## src/pkg/lfrc_pkg.sv

```systemverilog
// constants and register map of the LF receiver mode control block
`default_nettype none
package lfrc_pkg;
    // register indices; byte address is four times the index
    localparam logic [7:0] CTRL_INDEX = 8'h22;
    localparam logic [7:0] MODE_INDEX = 8'h23;
    localparam int DET_BIT = 7;
    localparam int TOG_BIT = 6;
    localparam int SYNC_LSB = 4;
    localparam int CDT_LSB = 0;
    localparam int MODE_PROG_BIT = 0;
    localparam int MODE_EFF_BIT = 1;
    localparam int MODE_WIN_BIT = 2;
    localparam logic TOG_RESET = 1'b0;
    localparam logic [1:0] SYNC_RESET = 2'h1;
    localparam logic [3:0] CDT_RESET = 4'h0;
    localparam logic MODE_RESET = 1'b1;
    localparam logic [1:0] HTRANS_NONSEQ = 2'h2;
    localparam logic HRESP_OKAY = 1'b0;
endpackage : lfrc_pkg
`default_nettype wire

```

## src/pkg/lfrc_det_if.sv

```systemverilog
// detector levels and window events passed from the front end to the core
`timescale 1ns/100ps
`default_nettype none
interface lfrc_det_if;
    logic detector_level;
    logic window_level;
    logic window_start;
    modport front (output detector_level, output window_level,
        output window_start);
    modport core (input detector_level, input window_level,
        input window_start);
endinterface : lfrc_det_if
`default_nettype wire

```

## src/verilog/lfrc_front.sv

```systemverilog
// synchronises the slicer output and the on-window signal into hclk
`timescale 1ns/100ps
`default_nettype none
module lfrc_front (
    input wire logic hclk,
    input wire logic hresetn,
    input wire logic slicer_out,
    input wire logic on_window,
    lfrc_det_if.front det
);
    import lfrc_pkg::*;
    logic [2:0] slc_q;
    logic [2:0] win_q;
    logic det_q;
    logic next_det;
    logic win_lvl;
    logic next_win;
    logic win_pulse;
    logic next_pulse;

    // slicer path carries no reset at all so no reset can disturb it
    always_ff @(posedge hclk) begin
        slc_q <= {slc_q[1:0], slicer_out};
        win_q <= {win_q[1:0], on_window};
        det_q <= next_det;
    end

    always_comb begin
        next_det = det_q;
        if (slc_q[2] == slc_q[1]) begin
            next_det = slc_q[2];
        end
        next_win = win_lvl;
        if (win_q[2] == win_q[1]) begin
            next_win = win_q[2];
        end
        next_pulse = next_win & ~win_lvl;
    end

    always_ff @(posedge hclk or negedge hresetn) begin
        if (!hresetn) begin
            win_lvl <= 1'b0;
            win_pulse <= 1'b0;
        end else begin
            win_lvl <= next_win;
            win_pulse <= next_pulse;
        end
    end

    assign det.detector_level = det_q;
    assign det.window_level = win_lvl;
    assign det.window_start = win_pulse;
endmodule : lfrc_front
`default_nettype wire

```

## src/verilog/lfrc_top.sv

```systemverilog
// AHB-Lite control register and mode toggle of the LF receiver
//
// Local design decision: the AHB-Lite interface to the registers.
`timescale 1ns/100ps
`default_nettype none
module lfrc_top #(
    parameter int ADDR_W = 32
) (
    input wire logic hclk,
    input wire logic hresetn,
    input wire logic hsel,
    input wire logic [ADDR_W-1:0] haddr,
    input wire logic [1:0] htrans,
    input wire logic hwrite,
    input wire logic [2:0] hsize,
    input wire logic [31:0] hwdata,
    input wire logic hready,
    output logic hreadyout,
    output logic hresp,
    output logic [31:0] hrdata,
    input wire logic lfr_reset_req,
    input wire logic slicer_out,
    input wire logic on_window,
    output logic carrier_mode,
    output logic mode_toggle_out,
    output logic [1:0] sync_select,
    output logic [3:0] carrier_detect_time
);
    import lfrc_pkg::*;

    if (ADDR_W < 10) begin : g_bad_addr
        $error("ADDR_W must cover the register map");
    end

    function automatic logic hits(input logic [ADDR_W-1:0] a,
        input logic [7:0] idx);
        hits = (a[ADDR_W-1:2] == {{(ADDR_W-10){1'b0}}, idx});
    endfunction : hits

    lfrc_det_if det ();

    lfrc_front u_front (
        .hclk(hclk),
        .hresetn(hresetn),
        .slicer_out(slicer_out),
        .on_window(on_window),
        .det(det)
    );

    // bus state
    logic dp_write;
    logic dp_read;
    logic rd_done;
    logic [ADDR_W-1:0] dp_addr;
    logic [31:0] rd_q;
    logic next_dp_write;
    logic next_dp_read;
    logic next_rd_done;
    logic [ADDR_W-1:0] next_dp_addr;
    logic [31:0] next_rd_q;
    logic accept;

    // register state
    logic toggle_en;
    logic [1:0] sync_sel;
    logic [3:0] cdt;
    logic mode_prog;
    logic mode_eff;
    logic first_pending;
    logic next_toggle_en;
    logic [1:0] next_sync_sel;
    logic [3:0] next_cdt;
    logic next_mode_prog;
    logic next_mode_eff;
    logic next_first_pending;
    logic wr_ctrl;
    logic wr_mode;
    logic [7:0] ctrl_view;
    logic [7:0] mode_view;

    // reads stall one cycle so that a just-finished write is seen
    assign hreadyout = !(dp_read && !rd_done);
    assign hresp = HRESP_OKAY;
    assign hrdata = rd_q;
    assign accept = hsel && htrans == HTRANS_NONSEQ && hready;

    assign wr_ctrl = dp_write && hready && hits(dp_addr, CTRL_INDEX);
    assign wr_mode = dp_write && hready && hits(dp_addr, MODE_INDEX);

    always_comb begin
        ctrl_view = 8'h00;
        ctrl_view[DET_BIT] = det.detector_level;
        ctrl_view[TOG_BIT] = toggle_en;
        ctrl_view[SYNC_LSB +: 2] = sync_sel;
        ctrl_view[CDT_LSB +: 4] = cdt;
        mode_view = 8'h00;
        mode_view[MODE_PROG_BIT] = mode_prog;
        mode_view[MODE_EFF_BIT] = mode_eff;
        mode_view[MODE_WIN_BIT] = det.window_level;
    end

    always_comb begin
        next_dp_write = dp_write;
        next_dp_read = dp_read;
        next_dp_addr = dp_addr;
        next_rd_done = rd_done;
        next_rd_q = rd_q;
        if (hready) begin
            next_dp_write = accept && hwrite;
            next_dp_read = accept && !hwrite;
            next_rd_done = 1'b0;
            if (accept) begin
                next_dp_addr = haddr;
            end
        end else if (dp_read && !rd_done) begin
            next_rd_done = 1'b1;
            next_rd_q = 32'h0000_0000;
            if (hits(dp_addr, CTRL_INDEX)) begin
                next_rd_q = {24'h00_0000, ctrl_view};
            end else if (hits(dp_addr, MODE_INDEX)) begin
                next_rd_q = {24'h00_0000, mode_view};
            end
        end
    end

    always_ff @(posedge hclk or negedge hresetn) begin
        if (!hresetn) begin
            dp_write <= 1'b0;
            dp_read <= 1'b0;
            rd_done <= 1'b0;
            dp_addr <= '0;
            rd_q <= 32'h0000_0000;
        end else begin
            dp_write <= next_dp_write;
            dp_read <= next_dp_read;
            rd_done <= next_rd_done;
            dp_addr <= next_dp_addr;
            rd_q <= next_rd_q;
        end
    end

    // field updates; the receiver reset outranks a bus write
    always_comb begin
        next_toggle_en = toggle_en;
        next_sync_sel = sync_sel;
        next_cdt = cdt;
        next_mode_prog = mode_prog;
        next_mode_eff = mode_eff;
        next_first_pending = first_pending;
        if (lfr_reset_req) begin
            next_toggle_en = TOG_RESET;
            next_sync_sel = SYNC_RESET;
            next_cdt = CDT_RESET;
            next_mode_prog = MODE_RESET;
            next_mode_eff = MODE_RESET;
            next_first_pending = 1'b1;
        end else if (wr_ctrl) begin
            // detector bit is never taken from the write data
            next_toggle_en = hwdata[TOG_BIT];
            next_sync_sel = hwdata[SYNC_LSB +: 2];
            next_cdt = hwdata[CDT_LSB +: 4];
            next_mode_eff = mode_prog;
            next_first_pending = 1'b1;
        end else if (wr_mode) begin
            next_mode_prog = hwdata[MODE_PROG_BIT];
            next_mode_eff = hwdata[MODE_PROG_BIT];
            next_first_pending = 1'b1;
        end else if (!toggle_en) begin
            next_mode_eff = mode_prog;
            next_first_pending = 1'b1;
        end else if (det.window_start) begin
            // first window after arming runs the programmed mode
            if (first_pending) begin
                next_first_pending = 1'b0;
            end else begin
                next_mode_eff = !mode_eff;
            end
        end
    end

    always_ff @(posedge hclk or negedge hresetn) begin
        if (!hresetn) begin
            toggle_en <= TOG_RESET;
            sync_sel <= SYNC_RESET;
            cdt <= CDT_RESET;
            mode_prog <= MODE_RESET;
            mode_eff <= MODE_RESET;
            first_pending <= 1'b1;
        end else begin
            toggle_en <= next_toggle_en;
            sync_sel <= next_sync_sel;
            cdt <= next_cdt;
            mode_prog <= next_mode_prog;
            mode_eff <= next_mode_eff;
            first_pending <= next_first_pending;
        end
    end

    // one selects carrier detect, zero selects data receive
    assign carrier_mode = mode_eff;
    assign mode_toggle_out = toggle_en;
    assign sync_select = sync_sel;
    assign carrier_detect_time = cdt;
endmodule : lfrc_top
`default_nettype wire

```

## config.mk

```make
export PLATFORM = sky130hd
export DESIGN_NAME = lfrc_top
export DESIGN_NICKNAME = d
export VERILOG_FILES = /design/src/pkg/lfrc_pkg.sv /design/src/pkg/lfrc_det_if.sv /design/src/verilog/lfrc_front.sv /design/src/verilog/lfrc_top.sv
export SDC_FILE = /design/constraint.sdc
export NUM_CORES = 1
export LEC_CHECK = 0
export ABC_CLOCK_PERIOD_IN_PS = 1700
export BUFFER_PORTS_ARGS = -buffer_cell sky130_fd_sc_hd__buf_2
export CORE_ASPECT_RATIO = 1.25
export CORE_UTILIZATION = 47
export CTS_CLUSTER_SIZE = 16
export DETAILED_ROUTE_END_ITERATION = 7
export PLACE_DENSITY = 0.84
export SETUP_SLACK_MARGIN = 0.02
export SLEW_MARGIN = 20
export SYNTH_ARGS = -nofsm -noshare
export SYNTH_HDL_FRONTEND = slang
export SYNTH_SLANG_ARGS = --single-unit
```

## constraint.sdc

```tcl
create_clock -name hclk -period 1.7 [get_ports hclk]
set_input_delay 0.255 -clock hclk [delete_from_list [all_inputs] [get_ports hclk]]
set_output_delay 0.255 -clock hclk [all_outputs]
set_load 0.005 [all_outputs]
```

==> results.md <==
* Outcome: finished clean
* Routed wire length at 5060 µm
* Worst reg2reg path endpoint: carrier_mode
* CP max-delay cell: or3_4
* Syn Area/Cell at 12.3 µm²
* Antenna diode count at 0
* Area Overhead vs Synth at 19.7%
* P_int at 2.48 mW
* # Max-Cap Violations at 0
* CTS H-tree lvls at 3
* Final Cell Area at 3300 µm²
* Slew headroom at 0.656
* Final setup vio count at 0
* Post-Syn Area at 2750 µm²
* Final nets at 374
* Drt first-iter violations at 117
* PwrDens at 1020 nW/µm²
* Starting Density at 0.499
* CP bufs+invs at 0
* Unrepaired setup endpoints after global routing: true
* Largest net degree at the start of global routing at 54
* Combinational power share at 0.142
* Min-Delay Path Depth at 1
* DP Cell Count at 347
* Post-synth EDFFs at 1
* Register area share after synthesis at 0.538
* Crit path capture type: register
* P_sw at 894 µW
* Leakage power at 1.54 nW
* Routed length per instance at 13.8 µm
* Worst EP arrival at 1.92 ns
* Cell taking the most area after synthesis: dfrtp_1
* I/O pin total at 119
* Final Skew at 0.0134 ns
* Switching Fraction at 0.265
* Core box area at 5520 µm²
* Placement Cell Area at 3080 µm²
* WHS at 0.0244 ns
* Max Clock Freq at 0.601 GHz
* Worst VDD drop at 0.802 mV
* Clock Tree Root: clkbuf_8
* Top post-synthesis cells by area: dfrtp_1, mux2_2, buf_4
* CP Max Fanout at 3
* Slew Limit Fails at 0
* Remaining global-route overflow at 0
* Final worst-path cycle share at 0.979
* Seq cells post-synth at 60
* Non-Filler Instances at 366
* Min setup slack post-route at 0.0364 ns
* Clock power share at 0.323
* Setup TNS at 0 ns
* Reg2Reg Setup Slack at 0.04 ns
* GRT Resource Usage Total at 0.180
* Vias in the first global route at 1,897
* Launch point of the worst reg-to-reg path: dp_addr[26]
* Routability Congestion at 0.822
* Critical-path cell list: nor4_4 > nand4_2 > or3_4 > a211o_1
* R2R cell count at 4
* Vias/cell at 5.14
* Post-synth ARST share at 0.883
* Antenna violations before repair at 0
* First-pass GRT wire length at 8430 µm
* CTS max path bufs at 2
* Remaining antenna violation count after routing at 0
* Total CTS buffers at 9
* Commonest cells in the netlist: dfrtp_1, mux2_2, buf_4
* # rows at 30
* Hold path endpoint: u_front.win_q[0]
* Die span in x at 70.5 µm
* Final Hold Fails at 0
* Count leader, synth: dfrtp_1
* Hold Path Class: primary input to register
* Distinct cells, synth at 42
* Clock slew at reported path FFs at 0.06 ns
* Setup CP Type: register to register
* Post-Synthesis Cells at 223
* CP max stage delay at 0.42 ns
* Share of the synthesized area in the top cell type at 0.445
* DP Worst Slack at -0.00805 ns
* Count of input and output buffers at 63
* Share of layout cells above drive strength 1 at 0.454
* CTS tree: yes
* Detail Placement HPWL at 3680 µm
* Ys flop type: dfrtp_1
* Die Area at 6170 µm²
* # fillers at 460
* Final min period at 1.66 ns
* Hold path startpoint: on_window
* Via count at 1,880
* Clock latency on the worst-skew pair at 0.33 ns
* # DRC at 0
* CP Launch Type: register
* Crit-path leading delay family: simple AND/OR/NAND/NOR gates
* Worst Path Required at 1.96 ns
* Synth warnings at 0
* DR pass1 iterations at 4
* Chip height at 87.6 µm
* Worst-Margin Slew at 0.516 ns
* Reg power frac at 0.536
* Clock Sinks at 60
==> worst register-to-register path, stage by stage (launching register included) <==
cell and delay [ns]:
dfrtp_1 0.40, nor4_4 0.35, nand4_2 0.17, or3_4 0.42, a211o_1 0.26
==> power by group through the flow <==
stage	clock network, mW	registers (mW)	logic (mW)
floorplan	0	1.80	0.355
global placement	0	1.82	0.446
detailed placement	0	1.84	0.467
CTS	1.11	1.81	0.475
global route	1.17	1.83	0.532
finish	1.09	1.81	0.478
==> flip-flops by register name, indices dropped and copies added, names as in the netlist, 2 cells and up <==
signal               cells
carrier_detect_time      4
u_front.win_q            3
hrdata                   8
u_front.slc_q            3
sync_select              2
dp_addr                 30
==> per-layer routing <==
layer	global-route usage	up-vias	routed length, µm
li1	-	889	-
met1	0.211	898	2100
met2	0.290	79	2500
met3	0.0483	14	322
met4	0.124	0	145
met5	0	-	0
==> worst max-delay path by stage <==
| stage | from | end | depth (start not counted) |
|---|---|---|---|
| final | dp_addr[26] | carrier_mode | 4 |
| after CTS | dp_addr[30] | carrier_mode | 4 |
| after global routing | dp_addr[21] | mode_toggle_out | 6 |
| after global placement | dp_addr[21] | carrier_mode | 4 |
| after detailed placement | dp_addr[21] | carrier_mode | 4 |
| after floorplan | dp_addr[21] | carrier_mode | 4 |
==> kinds of logic after synthesis <==
group	after synthesis	synth area share
AO/OA/AOI/OAI	27	0.0591
AND/OR/NAND/NOR	56	0.154
XOR/XNOR	2	0.00636
other	1	0.00136
multiplexers	35	0.141
flip-flops	60	0.538
buffers and inverters	42	0.100
==> final cells by class <==
cell class / count / area [µm²] / area share
inverter: 6 / 22.5 / 0.00683
timing repair buffer: 75 / 437 / 0.132
multi-input combinational: 145 / 1110 / 0.337
clock inverter: 3 / 15.0 / 0.00456
tap: 64 / 80.1 / 0.0243
clock buffer: 13 / 149 / 0.0452
sequential: 60 / 1480 / 0.450
==> cells in the final DEF (no fill, tap or decap), types with 5 or more instances in the layout <==
cell       n
buf_4      8
conb_1    25
o21ai_0    6
mux2i_1    5
dfrtp_1   49
a21oi_1    6
o21ai_1    5
mux2_2    30
nor4_4     5
buf_2     63
nand4_1    8
clkbuf_8  10
inv_1      6
dfxtp_1    6
nand2_1   13
nand3_1    6
nor2_1     6
==> metrics by stage <==
| stage | power (mW) | utilization |
|---|---|---|
| after global placement | 2.27 | 0.558 |
| after global routing | 3.53 | 0.597 |
| final | 3.37 | 0.597 |
| after CTS | 3.40 | 0.592 |
| after detailed placement | 2.30 | 0.558 |
| after floorplan | 2.16 | - |
==> timing repair <==
action                                 4_1_cts  5_1_grt
endpoints found under the hold margin       49        0
resized for setup                            1        5
setup endpoints to repair                    1       12
hold buffers                                 1        0
pin swaps                                    1        6
buffers inserted                             1        1
(Power assumes the default switching activity.)
